<file path="src/fault_status_pkg.sv">
// Constants and carrier types for the channel fault status register pair.
// Assumes a single 100 MHz core clock and a byte-wide register port.
package fault_status_pkg;
    localparam int NUM_CH = 4;
    localparam logic [7:0] ADDR_FAULT_SUMMARY = 8'h30;
    localparam logic [7:0] ADDR_OFFSTATE_FAULT = 8'h31;
    localparam logic [7:0] CMD_SOFT_RESET = 8'hFF;
    localparam logic [3:0] STATUS_RESET = 4'h0;
    localparam logic [3:0] RESERVED_BITS = 4'h0;
    localparam logic [7:0] READ_ZERO = 8'h00;
    // Off-state diagnostic delay, in microseconds, and its cycle count
    localparam int CLK_MHZ = 100;
    localparam int DIAG_DELAY_US = 50;
    localparam int DIAG_DELAY_CYC = DIAG_DELAY_US * CLK_MHZ;
    localparam int CNT_W = 16;

    typedef struct packed {
        logic [3:0] drain_source_overload;
        logic [3:0] power_limit_flag;
        logic [3:0] overtemperature_flag;
        logic [3:0] output_above_threshold;
    } channel_flags_t;

    typedef struct packed {
        logic rd;
        logic clr;
        logic [7:0] addr;
    } reg_access_t;
endpackage

</file>
<file path="src/offstate_delay_timer.sv">
// Per-channel timer counting the off-state diagnostic delay after turn-off.
// Assumes channel_on is synchronous to the core clock.
`timescale 1ns/1ps
module offstate_delay_timer #(
    parameter int DELAY_CYC = fault_status_pkg::DIAG_DELAY_CYC
) (
    input wire logic mclk_in,
    input wire logic rst_in,
    input wire logic ce_in,
    input wire logic channel_on_in,
    output logic expired_out
);
    logic [fault_status_pkg::CNT_W-1:0] cnt_q;
    logic [fault_status_pkg::CNT_W-1:0] cnt_d;
    localparam logic [fault_status_pkg::CNT_W-1:0] LIMIT = DELAY_CYC[fault_status_pkg::CNT_W-1:0];
    localparam logic [fault_status_pkg::CNT_W-1:0] ONE = 16'h0001;

    wire done = (cnt_q == LIMIT);
    assign cnt_d = channel_on_in ? '0 : (done ? cnt_q : cnt_q + ONE);
    assign expired_out = done & ~channel_on_in;

    always_ff @(posedge mclk_in) begin
        if (rst_in) begin
            cnt_q <= '0;
        end else if (ce_in) begin
            cnt_q <= cnt_d;
        end
    end
endmodule

</file>
<file path="src/channel_fault_status_regs.sv">
// Fault summary and off-state fault status registers for four channels.
// Assumes fault flags and channel states come from core logic on mclk_in;
// output voltage comparator inputs are asynchronous and are synchronised here.
//
// Contract
// - Summary bit per channel is OR of overload, power-limit, overtemperature.
// - Overload flag excluded from summary when its mask is active.
// - Summary bit 1 means channel failure, 0 means none.
// - Summary bit refreshes while channel on, holds while off.
// - Summary never set under latch-off configuration or from masked overload.
// - Read-and-clear of summary register clears held bits.
// - Off-state bit set after diagnostic delay if output above threshold.
// - Off-state bit refreshes while channel off, holds while on.
// - Read-and-clear of off-state register clears held bits.
// - Off-state bit 1 means open load or stuck to supply.
// - Pull-up enable per channel drives internal pull-up current source.
// - Software reset command clears status registers and pull-up enables.
`timescale 1ns/1ps
module channel_fault_status_regs (
    input wire logic mclk_in,
    input wire logic rst_in,
    input wire logic ce_in,
    input wire logic [3:0] channel_on_in,
    input wire logic [3:0] latch_off_cfg_in,
    input wire logic overload_mask_in,
    input wire logic [3:0] drain_source_overload_in,
    input wire logic [3:0] power_limit_flag_in,
    input wire logic [3:0] overtemperature_flag_in,
    input wire logic [3:0] openload_threshold_in,
    input wire logic cmd_valid_in,
    input wire logic [7:0] cmd_byte_in,
    input wire logic pullup_wr_in,
    input wire logic [3:0] pullup_wdata_in,
    input wire logic reg_rd_in,
    input wire logic reg_clr_in,
    input wire logic [7:0] reg_addr_in,
    output logic [7:0] reg_rdata_out,
    output logic reg_rvalid_out,
    output logic [3:0] pullup_enable_control_out,
    output logic [3:0] channel_fault_summary_out,
    output logic [3:0] offstate_fault_status_out
);
    fault_status_pkg::channel_flags_t flags;
    fault_status_pkg::reg_access_t acc;

    logic [3:0] thr_meta_q;
    logic [3:0] thr_sync_q;
    logic [3:0] summary_q;
    logic [3:0] summary_d;
    logic [3:0] offstate_q;
    logic [3:0] offstate_d;
    logic [3:0] pullup_q;
    logic [3:0] pullup_d;
    logic [7:0] rdata_q;
    logic [7:0] rdata_d;
    logic rvalid_q;
    logic [3:0] delay_done;

    // One driver per carrier: member-wise continuous assigns are refused by some tools
    assign flags = '{
        drain_source_overload: drain_source_overload_in,
        power_limit_flag: power_limit_flag_in,
        overtemperature_flag: overtemperature_flag_in,
        output_above_threshold: thr_sync_q
    };
    assign acc = '{
        rd: reg_rd_in,
        clr: reg_clr_in,
        addr: reg_addr_in
    };

    function automatic logic [7:0] pad_status(input logic [3:0] bits);
        pad_status = {fault_status_pkg::RESERVED_BITS, bits};
    endfunction

    function automatic logic [3:0] rc_update(
        input logic [3:0] held,
        input logic [3:0] live,
        input logic [3:0] refresh,
        input logic clear
    );
        logic [3:0] kept;
        kept = clear ? fault_status_pkg::STATUS_RESET : held;
        // Refreshing channels follow live flags; live set beats clear
        rc_update = (refresh & live) | (~refresh & kept);
    endfunction

    genvar ch;
    generate
        for (ch = 0; ch < fault_status_pkg::NUM_CH; ch = ch + 1) begin : g_timer
            offstate_delay_timer #(
                .DELAY_CYC(fault_status_pkg::DIAG_DELAY_CYC)
            ) u_timer (
                .mclk_in(mclk_in),
                .rst_in(rst_in),
                .ce_in(ce_in),
                .channel_on_in(channel_on_in[ch]),
                .expired_out(delay_done[ch])
            );
        end
    endgenerate

    wire soft_reset = cmd_valid_in & (cmd_byte_in == fault_status_pkg::CMD_SOFT_RESET);
    wire sel_summary = (acc.addr == fault_status_pkg::ADDR_FAULT_SUMMARY);
    wire sel_offstate = (acc.addr == fault_status_pkg::ADDR_OFFSTATE_FAULT);
    wire clr_summary = acc.rd & acc.clr & sel_summary;
    wire clr_offstate = acc.rd & acc.clr & sel_offstate;

    wire [3:0] ovl_term = flags.drain_source_overload & {4{~overload_mask_in}};
    wire [3:0] summary_live = (ovl_term | flags.power_limit_flag | flags.overtemperature_flag)
        & ~latch_off_cfg_in;
    // Held bit refreshed only while on; a 1 reports a channel failure
    wire [3:0] summary_next = rc_update(summary_q, summary_live, channel_on_in,
        clr_summary);

    // Threshold compare already reflects pull-up: with it, open load also reads high
    wire [3:0] offstate_live = flags.output_above_threshold & delay_done;
    // Off channels refresh; before the delay ends the live term is zero
    wire [3:0] offstate_next = rc_update(offstate_q, offstate_live, ~channel_on_in,
        clr_offstate);

    wire [7:0] read_mux = sel_summary ? pad_status(summary_q) :
        sel_offstate ? pad_status(offstate_q) : fault_status_pkg::READ_ZERO;

    assign summary_d = soft_reset ? fault_status_pkg::STATUS_RESET : summary_next;
    assign offstate_d = soft_reset ? fault_status_pkg::STATUS_RESET : offstate_next;
    assign pullup_d = soft_reset ? fault_status_pkg::STATUS_RESET :
        (pullup_wr_in ? pullup_wdata_in : pullup_q);
    assign rdata_d = acc.rd ? read_mux : rdata_q;

    always_ff @(posedge mclk_in) begin
        if (rst_in) begin
            thr_meta_q <= fault_status_pkg::STATUS_RESET;
            thr_sync_q <= fault_status_pkg::STATUS_RESET;
        end else if (ce_in) begin
            thr_meta_q <= openload_threshold_in;
            thr_sync_q <= thr_meta_q;
        end
    end

    always_ff @(posedge mclk_in) begin
        if (rst_in) begin
            summary_q <= fault_status_pkg::STATUS_RESET;
            offstate_q <= fault_status_pkg::STATUS_RESET;
            pullup_q <= fault_status_pkg::STATUS_RESET;
        end else if (ce_in) begin
            summary_q <= summary_d;
            offstate_q <= offstate_d;
            pullup_q <= pullup_d;
        end
    end

    always_ff @(posedge mclk_in) begin
        if (rst_in) begin
            rdata_q <= fault_status_pkg::READ_ZERO;
            rvalid_q <= 1'b0;
        end else if (ce_in) begin
            rdata_q <= rdata_d;
            rvalid_q <= acc.rd;
        end
    end

    assign reg_rdata_out = rdata_q;
    assign reg_rvalid_out = rvalid_q;
    assign pullup_enable_control_out = pullup_q;
    assign channel_fault_summary_out = summary_q;
    assign offstate_fault_status_out = offstate_q;
endmodule

</file>
<file path="config.mk">
export PLATFORM = sky130hd
export DESIGN_NAME = channel_fault_status_regs
export DESIGN_NICKNAME = d
export VERILOG_FILES = /design/src/fault_status_pkg.sv /design/src/offstate_delay_timer.sv /design/src/channel_fault_status_regs.sv
export SDC_FILE = /design/constraint.sdc
export NUM_CORES = 1
export LEC_CHECK = 0
export BUFFER_PORTS_ARGS = -buffer_cell sky130_fd_sc_hd__buf_2
export CELL_PAD_IN_SITES_DETAIL_PLACEMENT = 1
export CELL_PAD_IN_SITES_GLOBAL_PLACEMENT = 1
export CORE_MARGIN = 2
export CORE_UTILIZATION = 40
export DETAILED_ROUTE_END_ITERATION = 7
export MAX_ROUTING_LAYER = met4
export PLACE_DENSITY = 0.76
export SETUP_SLACK_MARGIN = 0.1
export SLEW_MARGIN = 25
export SYNTH_ARGS = -nofsm -noshare
export SYNTH_HDL_FRONTEND = slang
export SYNTH_SLANG_ARGS = --single-unit
</file>
<file path="constraint.sdc">
create_clock -name mclk_in -period 2.45 [get_ports mclk_in]
set_input_delay 0.49 -clock mclk_in [delete_from_list [all_inputs] [get_ports mclk_in]]
set_output_delay 0.49 -clock mclk_in [all_outputs]
set_load 0.05 [all_outputs]
</file>
After elaboration in Yosys (flattened, before gate mapping)

Cells that the tools add are included.

Register bits: 93
Bits in latches: 0
Bits in writable memories: 0
ROM bits: 0
Bits of input ports: 52
Output and inout bits: 21
Logic and storage cells: 76
Memories kept: 0

Add/sub/neg operators: 4
Multipliers: 0
Div/mod/pow operators: 0
$lt $le $gt $ge: 0
Equality and inequality tests: 11
Shifts and indexed selects: 0
Multiplexer cells: 16
Bitwise logic cells: 27
Reductions and logical operators: 7

Operators by type and width:

| kind                                                                    | count |
|---|---|
| 16-bit 2-to-1 mux                                                       | 8 |
| 16-bit by 1-bit adder with 16-bit output, second input constant         | 4 |
| 16-bit by 13-bit equality test with 1-bit output, second input constant | 4 |
| 4-bit 2-to-1 mux                                                        | 8 |
| 4-bit bitwise AND                                                       | 7 |
| 8-bit by 6-bit equality test with 1-bit output, second input constant   | 2 |
| 4-bit bitwise OR                                                        | 4 |
| 4-bit inverter                                                          | 3 |
| 2-bit AND reduction                                                     | 6 |
| 1-bit bitwise AND                                                       | 8 |
| 8-bit equality test, second input constant                              | 1 |
| 2-bit != test, second input constant                                    | 4 |
| 1-bit inverter                                                          | 5 |
| 2-bit nonzero test                                                      | 1 |

Longest topological paths before layout

Gate-level depths: netlist (run 1).

Depth after elaboration: 8
Mapped depth: 7
Mapped depth without buffers: 6

By module

From an unflattened synthesis (run 1), not the netlist that was laid out.

Cells, all modules: 633
Area total of the unflattened synthesis: 5721.7 sq um

By module, submodules not included:

| module                    | times used | cells an instance | area each (sq um) | sequential area each (sq um) |
|---|---|---|---|---|
| offstate_delay_timer      | 4          | 122               | 1109.8            | 320.3 |
| channel_fault_status_regs | 1          | 145               | 1282.5            | 500.5 |

Worst setup path after synthesis (run 1)

No wires, ideal clock.

Path kind: input to register
Start point: input ce_in
End point: register g_timer[1].u_timer.cnt_q[15] in the netlist's numbering
Setup time: 70 ps
Data arrival time: 1732 ps
Data required time: 2380 ps
Path slack: 648 ps
Stages: 5
Buffers on the path: 1
Path through: clkbuf_2 -> nand4_1 -> or4_4 -> or3_1 -> a21oi_1

Cells in the longest elaborated chain, start to end: 1

RTL lines:

| element                       | RTL line                        | source |
|---|---|---|
| start, declared               | channel_fault_status_regs.sv:22 | `input wire logic ce_in,` |
| 2-bit AND reduction (no line) | --                              |  |
| end signal, assigned          | offstate_delay_timer.sv:26      | `cnt_q <= cnt_d;` |
| end, declared                 | offstate_delay_timer.sv:13      | `logic [fault_status_pkg::CNT_W-1:0] cnt_q;` |

No other way between the ends.
A chain may end at the register's enable or synchronous reset.

Final worst setup path (run 1)

Start point: register g_timer[1].u_timer.cnt_q[0] in the netlist's numbering
End point: register offstate_q[1], in the netlist offstate_fault_status_out[1]

Cells in the longest elaborated chain, start to end: 6

RTL lines:

| element                                          | RTL line                         | source |
|---|---|---|
| 16-bit by 13-bit equality test with 1-bit output | offstate_delay_timer.sv:18       | `wire done = (cnt_q == LIMIT);` |
| 1-bit bitwise AND                                | offstate_delay_timer.sv:20       | `assign expired_out = done & ~channel_on_in;` |
| 4-bit bitwise AND                                | channel_fault_status_regs.sv:117 | `wire [3:0] offstate_live = flags.output_above_threshold & delay_done;` |
| 4-bit bitwise AND                                | channel_fault_status_regs.sv:85  | `rc_update = (refresh & live) \| (~refresh & kept);` |
| 4-bit bitwise OR                                 | channel_fault_status_regs.sv:85  |  |
| 4-bit 2-to-1 mux                                 | channel_fault_status_regs.sv:126 | `assign offstate_d = soft_reset ? fault_status_pkg::STATUS_RESET : offstate_next;` |
| end signal, assigned                             | channel_fault_status_regs.sv:144 | `offstate_q <= fault_status_pkg::STATUS_RESET;` |
| end signal, assigned                             | channel_fault_status_regs.sv:148 | `offstate_q <= offstate_d;` |
| end, declared                                    | channel_fault_status_regs.sv:50  | `logic [3:0] offstate_q;` |

No other way between the ends.

==> impl_results.rst, run 1 <==
.. list-table::
   :header-rows: 1

   * - Metric
     - Value
   * - Main flop type after synthesis
     - sky130_fd_sc_hd__dfxtp_1
   * - Total Nets Final
     - 660
   * - Number of vias per cell after detailed routing
     - 5.66
   * - Initial standard-cell utilization of the core
     - 41.2%
   * - Worst IR Drop VDD
     - 0.302 mV
   * - Post-synthesis instance area
     - 4480 µm²
   * - Setup repair after global routing missed its margin
     - false
   * - Crit path arrival time
     - 2.25 ns
   * - Die Footprint
     - 12100 µm²
   * - Buffer count from post-CTS setup fixing
     - 0
   * - Layout cell share with drive strength beyond 1
     - 16.7%
   * - CTS Buf Count
     - 9
   * - Hold violation count in the final report
     - 0
   * - Placement row count
     - 38
   * - Leakage power
     - 1.93 nW
   * - Dpl cells
     - 729
   * - Distinct cell type count of the synthesized netlist
     - 56
   * - Number of warnings printed during yosys synthesis
     - 0
   * - Number of global-route vias before repair
     - 4256
   * - Max-capacitance violation count
     - 0
   * - Area share of the largest cell type after synthesis
     - 39.8%
   * - Type of the most critical hold path
     - primary input to flip-flop
   * - Most used standard cell by instance count after synthesis
     - sky130_fd_sc_hd__dfxtp_1
   * - Cell types with the highest counts after synthesis
     - sky130_fd_sc_hd__dfxtp_1 (89), sky130_fd_sc_hd__nor2_1 (54), sky130_fd_sc_hd__nand2_1 (46)
   * - Mean cell area of the mapped netlist
     - 8.36 µm²
   * - Total Negative Setup Slacks
     - 0 ns
   * - Sum of overflow across all layers after global routing
     - 0
   * - Maximum buffer depth of the clock tree
     - 2
   * - Number of flip-flops and latches in the synthesized netlist
     - 89
   * - Final GP Congestion
     - 0.840
   * - Chip width
     - 110 µm
   * - DRC errors left
     - 0
   * - Critical R2R Launch
     - g_timer[1].u_timer.cnt_q[0]
   * - GRT Resource Usage Total
     - 22.9%
   * - Relative slew slack
     - 48.3%
   * - Final period demand of the worst path
     - 1.97 ns
   * - Required time at the endpoint of the critical path
     - 2.72 ns
   * - Cell area reported after detailed placement
     - 4960 µm²
   * - Maximum achievable frequency
     - 507 MHz
   * - DRT Pass-1 Iters
     - 4
   * - Number of standard cells after synthesis
     - 536
   * - Clock transition at the registers of the reported paths
     - 0.09 ns
   * - DRC violation total after the first TritonRoute iteration
     - 242
   * - Storage cell area
     - 1780 µm²
   * - Master of the slowest instance on the critical path
     - sky130_fd_sc_hd__or4b_1
   * - Ratio of total power to cell area
     - 578 nW/µm²
   * - Filler cell count
     - 1342
   * - Post-synthesis to final-layout area growth
     - 16.0%
   * - Total non-filler cell area in the finished layout
     - 5200 µm²
   * - Root Driver
     - sky130_fd_sc_hd__clkbuf_8
   * - Non-filler instance count after layout
     - 745
   * - Wire length of the first global-routing pass
     - 20800 µm
   * - TritonCTS clock tree
     - built
   * - Antenna violations before repair
     - 0
   * - Hold buffer count at CTS
     - 0
   * - Total number of clock tree sinks
     - 89
   * - Critical path class
     - flip-flop to flip-flop
   * - Top cell family by delay on the critical path
     - simple AND/OR/NAND/NOR gates
   * - Floorplan Core Area
     - 10900 µm²
   * - Final count of pins violating max slew
     - 0
   * - Die span in y
     - 110 µm
   * - Measured slew at the worst slew-check pin
     - 0.756 ns
   * - Cells along the critical path
     - inv_1 -> ha_1 -> or4b_1 -> nor4_4 -> a2bb2oi_1 -> a311oi_1
   * - Share of flip-flops with an asynchronous set or reset
     - 0%
   * - H-Tree Depth
     - 3
   * - Clock tree skew after final layout
     - 0.00900 ns
   * - Number of top-level pins
     - 73
   * - Average wire length per cell after detail routing
     - 17.5 µm
   * - Number of buffers and inverters on the critical path
     - 1
   * - Launch instance of the worst min-delay path
     - openload_threshold_in[0]
   * - Count of antenna-violating nets left after detailed routing
     - 0
   * - Total number of vias
     - 4217
   * - Min Hold Slack
     - 0.364 ns
   * - Number of flops mapped to enable cells by yosys
     - 0
   * - Total wire length
     - 13000 µm
   * - Status
     - finished, final reports clean
   * - Fin crit share
     - 80.5%
   * - Largest fanout on the critical path
     - 7
   * - Post-cts sizing count
     - 0
   * - Most area-consuming cells after synthesis
     - sky130_fd_sc_hd__dfxtp_1 (40%), sky130_fd_sc_hd__nor2_1 (4.5%), sky130_fd_sc_hd__nand4_1 (4.3%)
   * - Sequential area share after synthesis
     - 39.8%
   * - Count of buffers inserted at the top-level ports
     - 68
   * - Clock insertion delay at the later pin of the skew report
     - 0.37 ns
   * - Multi-input gate area in the final layout
     - 2500 µm²
   * - Launch point of the worst path
     - g_timer[1].u_timer.cnt_q[0]
   * - Diodes inserted
     - 0
   * - Type of origin of the critical path
     - flip-flop
   * - Largest net degree at the start of global routing
     - 24
   * - Share of the core filled with cells
     - 47.8%
   * - Critical Path Sink Type
     - flip-flop
   * - Delay of the slowest cell on the worst path
     - 0.52 ns
   * - Number of setup violations in the final report
     - 0
   * - Detailed-placement wirelength estimate
     - 9690 µm
   * - Area leader, netlist
     - sky130_fd_sc_hd__dfxtp_1
state kept, by name (all words and copies together) (netlist names):
signal                     count
channel_fault_summary_out      4
g_timer.u_timer.cnt_q         64
offstate_fault_status_out      4
pullup_enable_control_out      4
reg_rdata_out                  4
reg_rvalid_out                 1
thr_meta_q                     4
thr_sync_q                     4
placed cells by master (no fill, tap or decap), types with 3 or more instances in the layout:
cell type	count
sky130_fd_sc_hd__a211oi_1	3
sky130_fd_sc_hd__a21o_1	5
sky130_fd_sc_hd__a21oi_1	34
sky130_fd_sc_hd__a2bb2oi_1	5
sky130_fd_sc_hd__a31oi_1	8
sky130_fd_sc_hd__and3_1	5
sky130_fd_sc_hd__and4_1	7
sky130_fd_sc_hd__buf_2	68
sky130_fd_sc_hd__buf_4	10
sky130_fd_sc_hd__bufinv_16	3
sky130_fd_sc_hd__clkbuf_8	10
sky130_fd_sc_hd__conb_1	4
sky130_fd_sc_hd__dfxtp_1	89
sky130_fd_sc_hd__ha_1	8
sky130_fd_sc_hd__inv_1	23
sky130_fd_sc_hd__mux2i_1	19
sky130_fd_sc_hd__nand2_1	46
sky130_fd_sc_hd__nand2b_1	5
sky130_fd_sc_hd__nand3_1	19
sky130_fd_sc_hd__nand3b_1	6
sky130_fd_sc_hd__nand4_1	31
sky130_fd_sc_hd__nand4b_1	3
sky130_fd_sc_hd__nor2_1	54
sky130_fd_sc_hd__nor3_1	15
sky130_fd_sc_hd__nor4_1	8
sky130_fd_sc_hd__nor4b_1	6
sky130_fd_sc_hd__o21ai_0	22
sky130_fd_sc_hd__o31ai_1	5
sky130_fd_sc_hd__or3_1	14
sky130_fd_sc_hd__or4_1	7
sky130_fd_sc_hd__xnor2_1	15
sky130_fd_sc_hd__xor2_1	13
path summary, 6_finish.rpt:
check	endpoint	slack, ns	depth (start not counted)
worst max-delay path	offstate_fault_status_out[1]	0.48	6
worst min-delay path	thr_meta_q[0]	0.36	3
worst max register to register	offstate_fault_status_out[1]	0.48	6
worst min register to register	reg_rvalid_out	0.50	2
cell families after synthesis:
family | after synthesis | share of synthesized area (%)
flip-flops | 89 | 39.8
AO/OA/AOI/OAI | 99 | 13.9
buffers and inverters | 51 | 4.77
adder cells (fa/ha/maj) | 8 | 2.23
XOR/XNOR | 28 | 5.47
other | 1 | 0.0837
AND/OR/NAND/NOR | 241 | 29.5
multiplexers | 19 | 4.24
routing by layer:
metal,part of all wire [%],global-route usage (%),up-vias
met1,46,27.3,2062
met2,51,39.6,60
met4,1.5,7.32,0
met3,2.3,3.38,15
li1,-,-,2080
met5,0,-,-
layout make-up:
cell class,instances,area share (%)
inverter,23,1.66
multi-input combinational,399,48.0
sequential,89,34.3
timing repair buffer,78,7.99
clock inverter,5,1.97
clock buffer,11,2.72
tap,140,3.37
power breakdown:
| group | switching (mW) | total [mW] | internal (mW) |
|---|---|---|---|
| sequential | 0.0228 | 1.49 | 1.47 |
| clock | 0.547 | 1.25 | 0.704 |
| combinational | 0.171 | 0.262 | 0.0908 |
worst min-delay path: cells and delay by family:
kind | cells | cell delay (ns)
mux | 1 | 0.06
simple gates | 1 | 0.07
buf+inv | 1 | 0.09
stage by stage:
stage,setup WS (ns),power [mW]
finish,0.478,3.00
global route,0.346,3.12
CTS,0.490,3.03
detailed placement,0.324,1.78
global placement,0.397,1.77
floorplan,0.648,1.68
Note: power is estimated with default switching activity, not from simulation.
==> run 2, diff against run 1 <==
==> constraint.sdc (replaced) <==
create_clock -name mclk_in -period 2 [get_ports mclk_in]
set_input_delay 0.4 -clock mclk_in [delete_from_list [all_inputs] [get_ports mclk_in]]
set_output_delay 0.4 -clock mclk_in [all_outputs]
set_load 0.05 [all_outputs]
==> run 2 against run 1 <==
  * Clock power barely moved
  * Sequential cell count did not move
  * Die area did not move
  * Via count rose by 1.8%
  * First-iteration DRC count fell by 29%
  * Fmax rose by 4.5%
  * Core utilization rose by 0.78 points
  * Sequential power rose by 23%
==> impl_results.rst, run 2 (same netlist as run 1, synthesis figures left out) <==
.. list-table::
   :header-rows: 1

   * - Metric
     - Value
   * - Total wire length
     - 12900 µm
   * - Largest net degree at the start of global routing
     - 21
   * - Number of buffers and inverters on the critical path
     - 2
   * - Launch point of the worst path
     - g_timer[1].u_timer.cnt_q[0]
   * - CTS Buf Count
     - 9
   * - Post-synthesis to final-layout area growth
     - 17.9%
   * - Setup repair after global routing missed its margin
     - false
   * - Die Footprint
     - 12100 µm²
   * - Diodes inserted
     - 0
   * - Required time at the endpoint of the critical path
     - 2.30 ns
   * - Total number of vias
     - 4295
   * - Cell area reported after detailed placement
     - 5050 µm²
   * - Max reg flops
     - 64
   * - Register with the highest flop count
     - g_timer.u_timer.cnt_q
   * - Master of the slowest instance on the critical path
     - sky130_fd_sc_hd__or4b_4
   * - Hold violation count in the final report
     - 0
   * - Crit path arrival time
     - 2.19 ns
   * - DRC violation total after the first TritonRoute iteration
     - 173
   * - Critical path class
     - flip-flop to flip-flop
   * - Internal portion of total power
     - 2.53 mW
   * - TritonCTS clock tree
     - built
   * - Count of buffers inserted at the top-level ports
     - 68
   * - Commonest cells after routing, fill and taps aside
     - sky130_fd_sc_hd__dfxtp_1 (85), sky130_fd_sc_hd__buf_2 (68), sky130_fd_sc_hd__nor2_1 (54)
   * - Floorplan Core Area
     - 10900 µm²
   * - Min Hold Slack
     - 0.276 ns
   * - Total non-filler cell area in the finished layout
     - 5290 µm²
   * - Total Negative Setup Slacks
     - 0 ns
   * - Share of total power consumed by net switching
     - 26.4%
   * - Leading cell type in the layout, fill and taps excluded
     - sky130_fd_sc_hd__dfxtp_1
   * - Root Driver
     - sky130_fd_sc_hd__clkbuf_8
   * - Top cell family by delay on the critical path
     - simple AND/OR/NAND/NOR gates
   * - Die span in y
     - 110 µm
   * - Final count of pins violating max slew
     - 0
   * - Critical R2R Launch
     - g_timer[1].u_timer.cnt_q[0]
   * - Type of origin of the critical path
     - flip-flop
   * - Critical Path Sink Type
     - flip-flop
   * - Number of setup violations in the final report
     - 0
   * - DRT Pass-1 Iters
     - 4
   * - DRC errors left
     - 0
   * - Delay of the slowest cell on the worst path
     - 0.49 ns
   * - Total number of clock tree sinks
     - 89
   * - Reg-to-reg critical path endpoint
     - g_timer[1].u_timer.cnt_q[1]
   * - Measured slew at the worst slew-check pin
     - 0.691 ns
   * - Detailed-placement wirelength estimate
     - 9620 µm
   * - Share of the core filled with cells
     - 48.5%
   * - Total Nets Final
     - 674
   * - Largest fanout on the critical path
     - 5
   * - GRT Resource Usage Total
     - 22.7%
   * - R2R cell count
     - 7
   * - Number of global-route vias before repair
     - 4179
   * - Hold buffer count at CTS
     - 0
   * - Final GP Congestion
     - 0.798
   * - Ratio of total power to cell area
     - 652 nW/µm²
   * - Register-to-Register Setup Slack
     - 0.11 ns
   * - Filler cell count
     - 1340
   * - Wire length of the first global-routing pass
     - 20800 µm
   * - Chip width
     - 110 µm
   * - Maximum achievable frequency
     - 530 MHz
   * - Part of the total power dissipated in combinational logic
     - 9.7%
   * - Number of top-level pins
     - 73
   * - Type of the most critical hold path
     - primary input to flip-flop
   * - Average wire length per cell after detail routing
     - 16.9 µm
   * - Fin crit share
     - 94.4%
   * - Sequential power share
     - 53.0%
   * - Count of antenna-violating nets left after detailed routing
     - 0
   * - Layout cell share with drive strength beyond 1
     - 19.7%
   * - Final period demand of the worst path
     - 1.89 ns
   * - Number of vias per cell after detailed routing
     - 5.66
   * - Initial standard-cell utilization of the core
     - 41.2%
   * - Max-capacitance violation count
     - 0
   * - Placement row count
     - 38
   * - Relative slew slack
     - 52.8%
   * - Antenna violations before repair
     - 0
   * - Number of cells on the worst hold path
     - 3
   * - Clock tree skew after final layout
     - 0.00682 ns
   * - Worst IR Drop VDD
     - 0.293 mV
   * - Cells along the critical path
     - inv_2 -> ha_1 -> or4b_4 -> nor4_4 -> buf_4 -> o21ai_0 -> a21oi_1
   * - Clock insertion delay at the later pin of the skew report
     - 0.37 ns
   * - Clock transition at the registers of the reported paths
     - 0.09 ns
   * - Switching Power
     - 0.911 mW
   * - Sum of overflow across all layers after global routing
     - 0
   * - Power Total
     - 3.45 mW
   * - Status
     - finished, final reports clean
   * - Worst path depth
     - 7
   * - Setup crit end
     - g_timer[1].u_timer.cnt_q[1]
   * - Clock share of power
     - 37.3%
   * - Leakage power
     - 1.97 nW
   * - H-Tree Depth
     - 3
   * - Maximum buffer depth of the clock tree
     - 2
[run 2: cell types whose count changed in the layout (fill, tap and decap cells not counted), sizes merged]
cell,before,now
buf,78,92
bufinv,3,1
clkinvlp,1,3
clkbuf,11,12
clkinv,1,0
[run 2: how the worst min path moves through the flow]
| stage | slack [ns] | end | start |
|---|---|---|---|
| floorplan | 0.45 | g_timer[0].u_timer.cnt_q[9] | g_timer[0].u_timer.cnt_q[9] |
| global placement | 0.46 | reg_rvalid_out | reg_rvalid_out |
| detailed placement | 0.48 | reg_rvalid_out | reg_rvalid_out |
| CTS | 0.27 | thr_meta_q[2] | openload_threshold_in[2] |
| global route | 0.30 | thr_meta_q[2] | openload_threshold_in[2] |
| finish | 0.28 | thr_meta_q[2] | openload_threshold_in[2] |
[run 2: final cells by class]
cell class / instances / area, µm² / area share, %
Timing Repair Buffer: 92 / 533 / 10.1
Tap cell: 140 / 175 / 3.31
Multi-Input combinational cell: 399 / 2500 / 47.4
Inverter: 23 / 86.3 / 1.63
Clock buffer: 12 / 145 / 2.75
Clock inverter: 4 / 52.6 / 0.994
Sequential cell: 89 / 1790 / 33.9
[run 2: repair_timing]
action	in CTS	in global routing
pin swaps	1	3
setup buffers	0	3
endpoints found under the setup margin	1	11
endpoints found under the hold margin	0	0
gates resized for setup	0	9
[run 2: tightest hold or removal path: cells and delay by family]
family                 cells  cell delay (ns)
AND/OR/NAND/NOR            1             0.07
buffers and inverters      1             0.09
multiplexers               1             0.06
[run 2: through the flow]
step / setup WS, ns / instances
6_report: 0.112 / 759
5_1_grt: 0.0319 / 759
4_1_cts: 0.165 / 756
3_5_place_dp: 0.0735 / 740
3_3_place_gp: 0.153 / 740
2_1_floorplan: 0.288 / 539
[run 2: layer usage]
| metal | vias up | global-route usage (%) | routed length [µm] |
|---|---|---|---|
| li1 | 2099 | - | - |
| met1 | 2111 | 28.8 | 6000 |
| met3 | 21 | 3.32 | 414 |
| met4 | 0 | 8.50 | 260 |
| met5 | - | - | 0 |
| met2 | 64 | 36.6 | 6180 |
[run 2: power groups by stage]
stage	clock network, mW	registers, mW	logic [mW]
2_1_floorplan	0	1.89	0.169
3_3_place_gp	0	1.86	0.319
3_5_place_dp	0	1.87	0.331
4_1_cts	1.30	1.83	0.333
5_1_grt	1.38	1.83	0.368
6_report	1.28	1.83	0.336
